--- src/include/rom_window_regs.vh ---
// constants for the data rom window mapper
`ifndef ROM_WINDOW_REGS_VH
`define ROM_WINDOW_REGS_VH
`define WIN_BASE_ADDR   8'h40
`define WIN_LAST_ADDR   8'h7f
`define WIN_SEL_ADDR    8'hc9
`define WIN_OFS_W       6
`define WIN_BLK_W       6
`define WIN_BLK_MSB     5
`define WIN_PADDR_W     12
`define WIN_RD_IDLE     8'h00
`define WIN_RST_STAGES  2
`endif

--- src/hw/block_select_reg.v ---
// write-only block-select register
`timescale 1ns/1ps
module block_select_reg #(
   parameter W = 6
) (
   input  wire         i_clk,
   input  wire         i_we,
   input  wire [W-1:0] i_wdata,
   output wire [W-1:0] o_block
);
   // no reset on purpose: content undefined until first write
   reg [W-1:0] blk_q;
   always @(posedge i_clk) begin
      if (i_we) begin
         blk_q <= i_wdata;
      end
   end
   assign o_block = blk_q;
endmodule

--- src/hw/data_rom_window_mapper.v ---
// data rom window address mapper between core data bus and program memory
`timescale 1ns/1ps
`include "rom_window_regs.vh"
module data_rom_window_mapper #(
   parameter PADDR_W = `WIN_PADDR_W
) (
   // clock and reset
   input  wire               i_clk,
   input  wire               i_nrst,
   // core data bus
   input  wire [7:0]         i_daddr,
   input  wire               i_dwr,
   input  wire               i_drd,
   input  wire [7:0]         i_dwdata,
   // program memory side
   input  wire [7:0]         i_prom_data,
   // decode and translation results
   output wire               o_win_hit,
   output wire               o_sel_hit,
   output wire               o_prom_rd,
   output wire [PADDR_W-1:0] o_prom_addr,
   output wire [7:0]         o_win_rdata
);
   ////////////////////////////////////////////////////////////////
   // sizes and fixed addresses
   localparam DADDR_W = 8;
   localparam DATA_W  = 8;
   localparam OFS_W   = `WIN_OFS_W;
   localparam BLK_W   = `WIN_BLK_W;
   localparam BLK_LO  = OFS_W;
   localparam BLK_HI  = OFS_W + BLK_W - 1;
   localparam RST_N   = `WIN_RST_STAGES;

   localparam [DADDR_W-1:0] WIN_LO  = `WIN_BASE_ADDR;
   localparam [DADDR_W-1:0] WIN_HI  = `WIN_LAST_ADDR;
   localparam [DADDR_W-1:0] SEL_AD  = `WIN_SEL_ADDR;

   localparam [DATA_W-1:0]  RD_IDLE = `WIN_RD_IDLE;

   ////////////////////////////////////////////////////////////////
   // decode helpers
   // true for a data address inside the read-only window
   function in_window;
      input [DADDR_W-1:0] a;
      reg                 above;
      reg                 below;
      begin
         above = (a >= WIN_LO);
         below = (a <= WIN_HI);
         if (above && below) begin
            in_window = 1'h1;
         end else begin
            in_window = 1'h0;
         end
      end
   endfunction

   // true for the block-select location
   function is_select;
      input [DADDR_W-1:0] a;
      begin
         if (a == SEL_AD) begin
            is_select = 1'h1;
         end else begin
            is_select = 1'h0;
         end
      end
   endfunction

   // a select write needs the strobe, the address and a settled reset
   function write_select;
      input hit;
      input wr;
      input ok;
      begin
         if (hit && wr && ok) begin
            write_select = 1'h1;
         end else begin
            write_select = 1'h0;
         end
      end
   endfunction

   // a window read needs the strobe and a window address
   function read_window;
      input hit;
      input rd;
      begin
         if (hit && rd) begin
            read_window = 1'h1;
         end else begin
            read_window = 1'h0;
         end
      end
   endfunction

   ////////////////////////////////////////////////////////////////
   // field helpers
   // low address bits give the byte inside the block
   function [OFS_W-1:0] offset_of;
      input [DADDR_W-1:0] a;
      begin
         offset_of = a[OFS_W-1:0];
      end
   endfunction

   // reserved bits 7:6 are dropped; software keeps them zero
   function [BLK_W-1:0] block_field;
      input [DATA_W-1:0] d;
      begin
         block_field = d[`WIN_BLK_MSB:0];
      end
   endfunction

   // block number above the offset, so block n starts at n*64;
   // bits above the block field stay zero for a wider bus
   function [PADDR_W-1:0] compose_addr;
      input [BLK_W-1:0] blk;
      input [OFS_W-1:0] ofs;
      integer           i;
      begin
         compose_addr = {PADDR_W{1'h0}};
         for (i = 0; i < OFS_W; i = i + 1) begin
            compose_addr[i] = ofs[i];
         end
         for (i = BLK_LO; i <= BLK_HI; i = i + 1) begin
            compose_addr[i] = blk[i-BLK_LO];
         end
      end
   endfunction

   // idle value keeps the data bus quiet outside window reads
   function [DATA_W-1:0] pick_rdata;
      input              en;
      input [DATA_W-1:0] d;
      begin
         if (en) begin
            pick_rdata = d;
         end else begin
            pick_rdata = RD_IDLE;
         end
      end
   endfunction

   ////////////////////////////////////////////////////////////////
   // reset: asserts at once, releases through two flops so the first
   // write strobe never races the release
   reg [RST_N-1:0] rst_q;
   always @(posedge i_clk or negedge i_nrst) begin
      if (!i_nrst) begin
         rst_q <= {RST_N{1'h0}};
      end else begin
         rst_q <= {rst_q[RST_N-2:0], 1'h1};
      end
   end

   wire rst_ok = rst_q[RST_N-1];

   ////////////////////////////////////////////////////////////////
   // address decode
   reg win_hit;
   always @* begin
      win_hit = in_window(i_daddr);
   end

   reg sel_hit;
   always @* begin
      sel_hit = is_select(i_daddr);
   end

   ////////////////////////////////////////////////////////////////
   // select write; strobes inside the sync window are dropped
   reg sel_we;
   always @* begin
      sel_we = write_select(sel_hit, i_dwr, rst_ok);
   end

   reg [BLK_W-1:0] sel_wdata;
   always @* begin
      sel_wdata = block_field(i_dwdata);
   end

   ////////////////////////////////////////////////////////////////
   // block-select register, no reset: undefined until software loads it
   wire [BLK_W-1:0] blk;

   block_select_reg #(
      .W (BLK_W)
   ) u_block_select_reg (
      .i_clk   (i_clk),
      .i_we    (sel_we),
      .i_wdata (sel_wdata),
      .o_block (blk)
   );

   ////////////////////////////////////////////////////////////////
   // translation: combinational so data lands in the core read cycle;
   // the price is a path from the address straight to the data bus
   reg [PADDR_W-1:0] prom_addr;
   always @* begin
      prom_addr = compose_addr(blk, offset_of(i_daddr));
   end

   reg prom_rd;
   always @* begin
      prom_rd = read_window(win_hit, i_drd);
   end

   reg [DATA_W-1:0] win_rdata;
   always @* begin
      win_rdata = pick_rdata(prom_rd, i_prom_data);
   end

   ////////////////////////////////////////////////////////////////
   // outputs
   assign o_prom_addr = prom_addr;
   assign o_prom_rd   = prom_rd;
   assign o_win_rdata = win_rdata;
   assign o_win_hit   = win_hit;
   assign o_sel_hit   = sel_hit;
endmodule

--- config.mk ---
export PLATFORM = sky130hd
export DESIGN_NAME = data_rom_window_mapper
export DESIGN_NICKNAME = d
export VERILOG_FILES = /design/src/hw/block_select_reg.v /design/src/hw/data_rom_window_mapper.v
export VERILOG_INCLUDE_DIRS = /design/src /design/src/include
export SDC_FILE = /design/constraint.sdc
export NUM_CORES = 1
export LEC_CHECK = 0
export ABC_AREA = 1
export BUFFER_PORTS_ARGS = -buffer_cell sky130_fd_sc_hd__buf_2
export CAP_MARGIN = 10
export CELL_PAD_IN_SITES_DETAIL_PLACEMENT = 1
export CELL_PAD_IN_SITES_GLOBAL_PLACEMENT = 1
export CORE_AREA = 4 4 51 53
export DETAILED_ROUTE_END_ITERATION = 12
export DIE_AREA = 0 0 55 57
export PLACE_DENSITY_LB_ADDON = 0.1
export SLEW_MARGIN = 25
export SYNTH_ARGS = -nofsm -noshare
export SYNTH_HDL_FRONTEND = slang
export SYNTH_SLANG_ARGS = --single-unit
export TNS_END_PERCENT = 20
--- constraint.sdc ---
create_clock -name i_clk -period 2.3 [get_ports i_clk]
set_input_delay 0.46 -clock i_clk [delete_from_list [all_inputs] [get_ports i_clk]]
set_output_delay 0.46 -clock i_clk [all_outputs]
set_load 0.1 [all_outputs]
# Yosys cells after proc, flatten, opt, wreduce, memory -nomap -nowiden
# Index checks and enable logic that the tools add are counted.
# W data, S select, Z words.
dict set report classes {
  div_mod_pow 0
  eq_ne 1
  n_mul 0
  n_addsub 0
  order_cmp 2
  bitwise 0
  shift 0
  reduce_logical 4
  mux 5
}
# op n
set ops {}
lappend ops {{$eq A8 B8 Y1 const B} 1}
lappend ops {{$ge A8 B7 Y1 const B} 1}
lappend ops {{$le A8 B7 Y1 const B} 1}
lappend ops {{$mux W8} 1}
lappend ops {{$logic_and A1 B1 Y1} 4}
lappend ops {{$mux W1} 4}
dict set report word_totals {
  in_bits 28
  reg_bits 8
  memories 0
  latchBits 0
  ram_bits 0
  mem_bits_ro 0
  wordCells 14
  output_inout_bits 23
}

# Logic depth before layout (Yosys ltp)
# Gate-level depths: netlist (run 1).
dict set report depth {
  ltp_word 6
  ltp_mapped 5
  ltp_nobuf 5
}

# By module
# From an unflattened synthesis (run 1), not the netlist that was laid out.
dict set report hier_totals {
  hier_cells 49
  hier_area_um2 429.2
}
# mod cells_each n_inst area_each_um2 seq_area_each_um2
set by_module_without_submodules {}
lappend by_module_without_submodules {data_rom_window_mapper 43 1 249.0 50.0}
lappend by_module_without_submodules {block_select_reg 6 1 180.2 180.2}

# Least setup slack after synthesis (run 1)
# No wires, ideal clock.
dict set report synth_path {
  path_type {input -> output}
  startpoint {input i_daddr[6]}
  endpoint {output o_win_rdata[0]}
  arrival_time_ns 2.473
  setup_slack_ns -0.633
  n_path_buf 0
  required_ns 1.840
  cell_stages 4
  path_cell_list {inv_1 > nor2_4 > nand2_4 > nor2_1}
}
dict set report synth_between {
  elab_chain_cells 6
  elab_cells_between_ends 7
  classes_between {order compare (2); mux (3); reduce/logical (2)}
}
# element line_no
set synth_rtl {}
lappend synth_rtl {{start, declared} data_rom_window_mapper.v:11} ;# input wire [7:0] i_daddr,
lappend synth_rtl {{$ge A8 B7 Y1 or $le A8 B7 Y1 (tied branches)} {data_rom_window_mapper.v:48, data_rom_window_mapper.v:49}}
lappend synth_rtl {{$logic_and A1 B1 Y1 *} data_rom_window_mapper.v:50} ;# if (above && below) begin
lappend synth_rtl {{$mux W1 *} data_rom_window_mapper.v:50}
lappend synth_rtl {{net o_win_hit} data_rom_window_mapper.v:18} ;# output wire o_win_hit,
lappend synth_rtl {{$logic_and A1 B1 Y1 *} data_rom_window_mapper.v:89} ;# if (hit && rd) begin
lappend synth_rtl {{$mux W1 *} data_rom_window_mapper.v:89}
lappend synth_rtl {{$mux W8 *} data_rom_window_mapper.v:137} ;# if (en) begin
lappend synth_rtl {{end, declared} data_rom_window_mapper.v:22} ;# output wire [7:0] o_win_rdata
# Mark *: on every way through the listed nets, which the timed path passes. The rest lies on a longest branch.

# Final worst setup path (run 1)
dict set report layout_path {
  startpoint {input i_daddr[6]}
  endpoint {output o_win_rdata[7]}
}
dict set report layout_between {
  elab_chain_cells 6
  elab_cells_between_ends 7
  classes_between {order compare (2); mux (3); reduce/logical (2)}
}
# element line_no
set layout_rtl {}
lappend layout_rtl {{$ge A8 B7 Y1 or $le A8 B7 Y1 (tied branches)} {data_rom_window_mapper.v:48, data_rom_window_mapper.v:49}}
lappend layout_rtl {{$logic_and A1 B1 Y1 *} data_rom_window_mapper.v:50}
lappend layout_rtl {{$mux W1 *} data_rom_window_mapper.v:50}
lappend layout_rtl {{$logic_and A1 B1 Y1 *} data_rom_window_mapper.v:89}
lappend layout_rtl {{$mux W1 *} data_rom_window_mapper.v:89}
lappend layout_rtl {{$mux W8 *} data_rom_window_mapper.v:137}
# Mark *: on every way between the ends. The rest lies on a longest branch, timed or not.

==> run summary, run 1 <==
The run finished with clean final reports. The register-to-register path setup slack is between 1 and 1.5 ns. The net switching share of the total power is 0.3675.

The number of diodes came out at 0. The data arrival at the endpoint of the critical path came out at between 1 and 1.5 ns. TritonCTS built the clock tree.

The total global routing overflow is 0. The min-delay analysis places its worst path in the category reg -> reg. STA classifies the critical path endpoint as an output pin. In the global route stage, overall resource usage came out at 0.07076.

The highest fanout seen on the critical path is 9. The switching power total came out at ~0.15 mW. The number of buffers inserted by hold repair at cts is 1.

The worst clock skew came out at about 0.0023 ns. The end of the worst register-to-register path is u_block_select_reg.o_block[0]. The starting DRC count in detailed routing came out at 2.

The via count of the first global-routing pass came out at approximately 430. The total power divided by cell area came out at 562.6 nW/um2. The routability-driven placement congestion ratio came out at 0.5771. The clock passes through at most 2 buffers. Cell internal power was estimated by the tool at 0.2520 mW. The iteration count of the initial detailed-routing pass is 3. For this run, design rule violations remaining after detail routing come to 0. Setup repair after global routing left no endpoint under its margin. The die footprint is 3135 um2. The number of antenna-violating nets in the routed design came out at 0. The number of antenna violations at the first check in global routing is 0. The core utilization of the finished layout came out at 0.3296.

The share of total power dissipated in the clock network is 0.274. The quantity of I/O buffers inserted on ports came out at 48. The synthesized netlist net count came out at 77. The count of max-cap constraint violations is 0. The sort of element at the start of the critical path is an input port. The cell accounting for the most synthesized area is sky130_fd_sc_hd__edfxtp_1.

The count of cell types in the netlist came out at 10. The post-synthesis cell count came out at 49. The critical path is of the in -> out type. The final-report hold violation count is 0.

Timing would allow up to roughly 550 MHz. For the worst-skew pair, the clock arrives at the later sink with an insertion delay of 0.24 ns. The post-CTS clock slew at the launch and capture registers of the worst setup and hold paths is 0.05 ns. The leading cell type in the layout, fill and taps excluded is sky130_fd_sc_hd__buf_2. VDD sags by at most 0.0002085 V.

The share of post-route cells with drive strength above 1 is 0.6354. The share of total power in sequential cells is 0.396. Registers take 230.2 um2.

The minimum period implied by the final worst setup slack is 1.811 ns. Fill cells in the final layout number ~280. By area the synthesized netlist is led by sky130_fd_sc_hd__edfxtp_1 42%, sky130_fd_sc_hd__inv_1 13%, sky130_fd_sc_hd__dfrtp_1 12%. The startpoint of the worst setup timing path is i_daddr[6]. For the worst setup path, the data required time is 1.84 ns. Relative to the synthesized area, the layout overhead comes to 65.01%. The wire length per cell came out at a little over 8 um. The accumulated negative setup slack is 0 ns. Measured in cells, the most critical reg-to-reg path has a length of 2. The post-synthesis cell area came out at between 400 and 500 um2. The die is around 55 um wide. The library cells used most frequently in the layout, excluding fill and tap cells, are 48 x sky130_fd_sc_hd__buf_2, 15 x sky130_fd_sc_hd__inv_1, 8 x sky130_fd_sc_hd__nor2_2. Setup violations remaining at the end of the flow were counted as 0. The number of buffers inserted to repair setup after CTS came out at 0.

The post-detailed-route via-to-cell ratio came out at 3.460. The count of pins over their slew limit is 0. The top-area cell type share of the netlist area is 0.4198.

In this run, CTS created clock tree buffers numbering 3. The total area inside the core boundary comes to approximately 2100 um2. The root cell of the clock tree is sky130_fd_sc_hd__clkbuf_4. The filler-free cell count of the finished design came out at 124. After clock tree synthesis, the repair step resized 0 gates.

The sequential-to-total area share from yosys stat is 0.5364. In this run the number of H-tree levels came out at 1. The area taken by multi-input logic gates came out at 110.1 um2. The HPWL reported at the end of detailed placement came out at about 940 um.

The floorplan has 17 rows. The combinational share of power is 0.330. The pin count of the biggest net entering global routing is 10. The global-route wire length before repair is 1.607 mm. The post-placement cell count came out at about 120. The source of the worst register-to-register timing path is rst_q[1]. The final clock period utilization by the worst path is 0.7875.

The leakage power came out at 0.4343 nW. The overall die height came out at about 57 um. The number of placed I/O pins came out at 51. In this run the worst setup path terminates at o_win_rdata[7]. Synthesis inferred 8 register bits.

The average cell area after synthesis is a little under 9 um2. The initial standard-cell utilization of the core came out at 0.1998. The number of vias after detailed routing is 429. The net count reported at finish is around 130.

The count of clock tree sinks is 8. The count of synthesis-stage warnings from yosys is 0. The total length of routed wires is a little over 1 mm.
-- worst min path at each step --
stage	start	cells after the start	slack, ns	to
floorplan	i_nrst	0	0.16	rst_q[0]
global route	i_dwdata[5]	1	0.36	u_block_select_reg.o_block[5]
detailed placement	i_nrst	1	0.25	rst_q[1]
global placement	i_nrst	1	0.25	rst_q[1]
CTS	rst_q[0]	0	0.35	rst_q[1]
finish	rst_q[0]	0	0.35	rst_q[1]
-- stage by stage --
stage	worst slack (ns)	hold slack (ns)	total power, mW	cell area, um2
after floorplan	-0.2026	0.1644	0.2650	441.7
after global placement	0.4975	0.2456	0.2907	671.9
after detailed placement	0.4717	0.2506	0.2919	671.9
after CTS	0.4679	0.3533	0.4069	708.2
after global routing	0.4241	0.3630	0.4263	708.2
final	0.4888	0.3526	0.3984	708.2
-- layer usage --
layer,up-vias,routed length (um),global-route usage
met1,169,366,0.06947
met2,33,444,0.1081
li1,225,-,-
met4,0,22,0.06250
met5,-,0,0
met3,2,189,0.03133
-- synthesized netlist by cell type --
master,number
sky130_fd_sc_hd__buf_4,6
sky130_fd_sc_hd__conb_1,1
sky130_fd_sc_hd__dfrtp_1,2
sky130_fd_sc_hd__edfxtp_1,6
sky130_fd_sc_hd__inv_1,15
sky130_fd_sc_hd__nand2_1,6
sky130_fd_sc_hd__nand2_4,1
sky130_fd_sc_hd__nor2_1,8
sky130_fd_sc_hd__nor2_2,3
sky130_fd_sc_hd__nor2_4,1
-- area by class of cell --
class                           instances  share of cell area
Timing Repair Buffer                   49              0.3534
Sequential cell                         8              0.3251
Multi-Input combinational cell         20              0.1555
Inverter                               15             0.07951
Tap cell                               28             0.04947
Clock buffer                            4             0.03710
-- power by group through the flow --
stage	sequential [mW]	combinational [mW]	clock [mW]
2_1_floorplan	0.161	0.104	0
3_3_place_gp	0.161	0.130	0
3_5_place_dp	0.161	0.131	0
4_1_cts	0.158	0.133	0.116
5_1_grt	0.158	0.138	0.130
6_report	0.158	0.131	0.109
-- worst max-delay path, stage by stage --
cell                      delay, ns
sky130_fd_sc_hd__buf_2         0.09
sky130_fd_sc_hd__inv_1         0.06
sky130_fd_sc_hd__nor2_4        0.11
sky130_fd_sc_hd__nand2_4       0.11
sky130_fd_sc_hd__nor2_2        0.09
sky130_fd_sc_hd__buf_2         0.43
-- registers in the layout, indices dropped and copies added (netlist names) --
| name | count |
|---|---|
| u_block_select_reg.o_block | 6 |
| rst_q | 2 |
-- kinds of logic after synthesis --
kind of cell  after synthesis  share of synthesized area
buf+inv                    21                     0.2361
simple gates               19                     0.2187
flops                       8                     0.5364
other cells                 1                   0.008738
No activity file was read; power rests on OpenSTA's default activity.
==> inputs of run 2 (changes only) <==
--- a/config.mk
+++ b/config.mk
@@ -11,9 +11,9 @@
 export CAP_MARGIN = 10
 export CELL_PAD_IN_SITES_DETAIL_PLACEMENT = 1
 export CELL_PAD_IN_SITES_GLOBAL_PLACEMENT = 1
-export CORE_AREA = 4 4 51 53
+export CORE_AREA = 4 4 53 55
 export DETAILED_ROUTE_END_ITERATION = 12
-export DIE_AREA = 0 0 55 57
+export DIE_AREA = 0 0 57 59
 export PLACE_DENSITY_LB_ADDON = 0.1
 export SLEW_MARGIN = 25
 export SYNTH_ARGS = -nofsm -noshare
==> constraint.sdc (replaced) <==
create_clock -name i_clk -period 1.7 [get_ports i_clk]
set_input_delay 0.34 -clock i_clk [delete_from_list [all_inputs] [get_ports i_clk]]
set_output_delay 0.34 -clock i_clk [all_outputs]
set_load 0.1 [all_outputs]
==> run summary, run 2 (synthesis gave the netlist of run 1 again) <==
The post-route worst setup slack is 0.1478 ns (was 0.4888 ns). The met1 global-route usage is 0.08434 (was 0.06947). The most congested layer reported by global routing is met2 (unchanged). The share of power burned in the clock network came to 0.258 (was 0.274).

Unrepaired setup endpoints after global routing: false (unchanged). The number of vias after detailed routing was 450 (was 429). The end of the worst register-to-register path is u_block_select_reg.o_block[0] (unchanged). The wire length per cell is 9.331 um (was 8.250 um). The number of antenna violations at the first check in global routing came to 0 (unchanged). The row count was 18 (was 17). The iteration count of the initial detailed-routing pass is 2 (was 3). The source of the worst register-to-register timing path is rst_q[1] (unchanged). The post-placement setup slack came out at 0.1288 ns (was 0.4717 ns). The post-layout total power is 0.5852 mW (was 0.3984 mW). The number of antenna-violating nets in the routed design came out at 0 (unchanged). The count of max-cap constraint violations came to 0 (unchanged). The floorplan die width came out at 57 um (was 55 um). The leakage power came out at 0.4632 nW (was 0.4343 nW).

The quantity of I/O buffers inserted on ports is 48 (unchanged). The endpoint type of the worst setup path is an output pin (unchanged). The buffer depth of the longest clock path came out at 2 (unchanged). The met3 usage in global routing came out at 0.01525 (was 0.03133). The root cell of the clock tree was sky130_fd_sc_hd__clkbuf_4 (unchanged). The combinational share of power came out at 0.377 (was 0.330). The share of total power in sequential cells is 0.365 (was 0.396).

The count of clock tree sinks is 8 (unchanged). The core region area came to 2387 um2 (was 2148 um2). The post-route DRC violation count is 0 (unchanged). The post-CTS clock slew at the launch and capture registers of the worst setup and hold paths is 0.06 ns (was 0.05 ns). The total length of routed wires came out at 1.185 mm (was 1.023 mm). Result of the run: finished clean (unchanged).

The share of post-route cells with drive strength above 1 is 0.6598 (was 0.6354). The highest fanout seen on the critical path is 9 (unchanged). The worst path in the final design needs a cycle of 1.552 ns, including I/O delays and setup.

The core utilization of the finished layout came out at 0.3973 (was 0.3296). The worst clock skew came out at 0.007737 ns (was 0.002328 ns). The final instance area came out at 948.4 um2 (was 708.2 um2). The area added between synthesis and finish came to 121.0% (was 65.01%). The type of the most critical hold path is in -> reg (was reg -> reg). The HPWL reported at the end of detailed placement is 1.106 mm (was 938.9 um). The initial standard-cell utilization of the core is 0.1798 (was 0.1998).

The origin of the worst min-delay path was i_dwdata[2] (was rst_q[0]). The pin count of the biggest net entering global routing came to 10 (unchanged). The final-report hold violation count came out at 0 (unchanged). The number of flip-flops in the largest register came out at 6 (unchanged). The total global routing overflow came out at 0 (unchanged).

The number of fill cells is 289 (was 282). The starting DRC count in detailed routing came out at 7 (was 2). The CTS buffer count came to 3 (unchanged). The maximum VDD drop is 0.0004613 V (was 0.0002085 V). The post-detailed-placement cell area was 912.1 um2 (was 671.9 um2). The total global-route track usage came out at 0.07372 (was 0.07076). The final-report setup violation count is 0 (unchanged). The via count of the first global-routing pass came out at 454 (was 433). The library cell appearing most often on the critical path is sky130_fd_sc_hd__nor2_4 (was sky130_fd_sc_hd__buf_2). The internal power summed over all cells came out at 0.3680 mW (was 0.2520 mW). The net switching share of the total power is 0.3712 (was 0.3675). The data arrival at the endpoint of the critical path is 1.21 ns (was 1.35 ns). The TritonCTS clock tree is built (unchanged).

The area taken by multi-input logic gates is 158.9 um2 (was 110.1 um2). The startpoint of the worst setup timing path was i_daddr[6] (unchanged). The final clock period utilization by the worst path came out at 0.9131. The clock latency on the worst-skew pair is 0.25 ns (was 0.24 ns). The number of diodes came to 0 (unchanged). The overall die height came out at 59 um (was 57 um). The required time of the critical path is 1.36 ns (was 1.84 ns). The delay of the slowest cell on the worst path is 0.19 ns (was 0.43 ns). The total power divided by cell area came out at 617.1 nW/um2 (was 562.6 nW/um2). The switching power total is 0.2172 mW (was 0.1464 mW).

The number of placed I/O pins is 51 (unchanged). The global-route track usage on met2 was 0.1338 (was 0.1081). The H-tree depth reported by CTS came to 1 (unchanged). The end of the critical path is o_win_rdata[0] (was o_win_rdata[7]). The register-to-register path setup slack was 0.78 ns (was 1.20 ns). The sort of element at the start of the critical path is an input port (unchanged). The leading cell type in the layout, fill and taps excluded was sky130_fd_sc_hd__buf_2 (unchanged). The post-detailed-route via-to-cell ratio came out at 3.543 (was 3.460). The global-route wire length before repair is 1.925 mm (was 1.607 mm). The maximum clock rate came out at 644.2 MHz. The sequential standard cell area came out at 230.2 um2 (unchanged).

The count of pins over their slew limit is 0 (unchanged). The type of the worst setup path is in -> out (unchanged). The die footprint came out at 3363 um2 (was 3135 um2). The slowest stage cell on the critical path is sky130_fd_sc_hd__nor2_4 (was sky130_fd_sc_hd__buf_2).

The net count reported at finish came to 126 (was 125). The routability-driven placement congestion ratio is 0.6538 (was 0.5771). Commonest cells after routing, fill and taps aside: 37 x sky130_fd_sc_hd__buf_2, 13 x sky130_fd_sc_hd__inv_1, 11 x sky130_fd_sc_hd__buf_12 (was 48 x sky130_fd_sc_hd__buf_2, 15 x sky130_fd_sc_hd__inv_1, 8 x sky130_fd_sc_hd__nor2_2).

CP Cell Sequence: buf_2 -> inv_12 -> nor2_4 -> nand2_8 -> nor2_4 -> buf_12 (was buf_2 -> inv_1 -> nor2_4 -> nand2_4 -> nor2_2 -> buf_2). The final hold slack is 0.2622 ns (was 0.3526 ns). The number of cells on the worst reg-to-reg path came out at 3 (was 2).
[run 2: cell types whose count changed in the layout (fill, tap and decap cells not counted), sizes merged]
| cell | delta |
|---|---|
| inv | -1 |
| buf | +1 |
| clkinvlp | +1 |
[run 2: power by group through the flow]
stage	Sequential [mW]	Clock (mW)	Combinational, mW
final	0.214	0.151	0.221
after global placement	0.217	0	0.219
after detailed placement	0.218	0	0.221
after floorplan	0.218	0	0.153
after CTS	0.214	0.160	0.224
after global routing	0.213	0.176	0.231
[run 2: how the worst min path moves through the flow]
stage | endpoint | cells past startpoint | slack (ns)
2_1_floorplan | rst_q[0] | 0 | 0.04
3_3_place_gp | rst_q[0] | 1 | 0.13
3_5_place_dp | rst_q[0] | 1 | 0.13
4_1_cts | u_block_select_reg.o_block[2] | 1 | 0.25
5_1_grt | u_block_select_reg.o_block[3] | 1 | 0.24
6_report | u_block_select_reg.o_block[2] | 1 | 0.26
[run 2: cell type report]
| cell class | instances | area share |
|---|---|---|
| clock buffers | 4 | 0.02770 |
| inverters | 15 | 0.07652 |
| multi-input cells | 20 | 0.1675 |
| flip-flops and latches | 8 | 0.2427 |
| well taps | 30 | 0.03958 |
| repair buffers | 50 | 0.4459 |
[run 2: repair_timing]
item | CTS | global route
endpoints found under the setup margin | 0 | 0
hold buffers | 1 | 0
setup buffers | 0 | 0
gates resized for setup | 0 | 0
hold endpoints to repair | 2 | 0
[run 2: metal layers]
metal,vias up,share of wire
li1,226,-
met1,197,0.37
met2,27,0.53
met3,0,0.10
met4,0,0
met5,-,0
[run 2: worst max-delay path: cells and delay by family]
family	cells	cell delay (ns)
buffers and inverters	3	0.38
AND/OR/NAND/NOR	3	0.48
[run 2: stage by stage]
step | TNS [ns] | instances
after CTS | 0 | 127
after global routing | 0 | 127
after floorplan | -2.328 | 49
final | 0 | 127
after global placement | 0 | 122
after detailed placement | 0 | 122
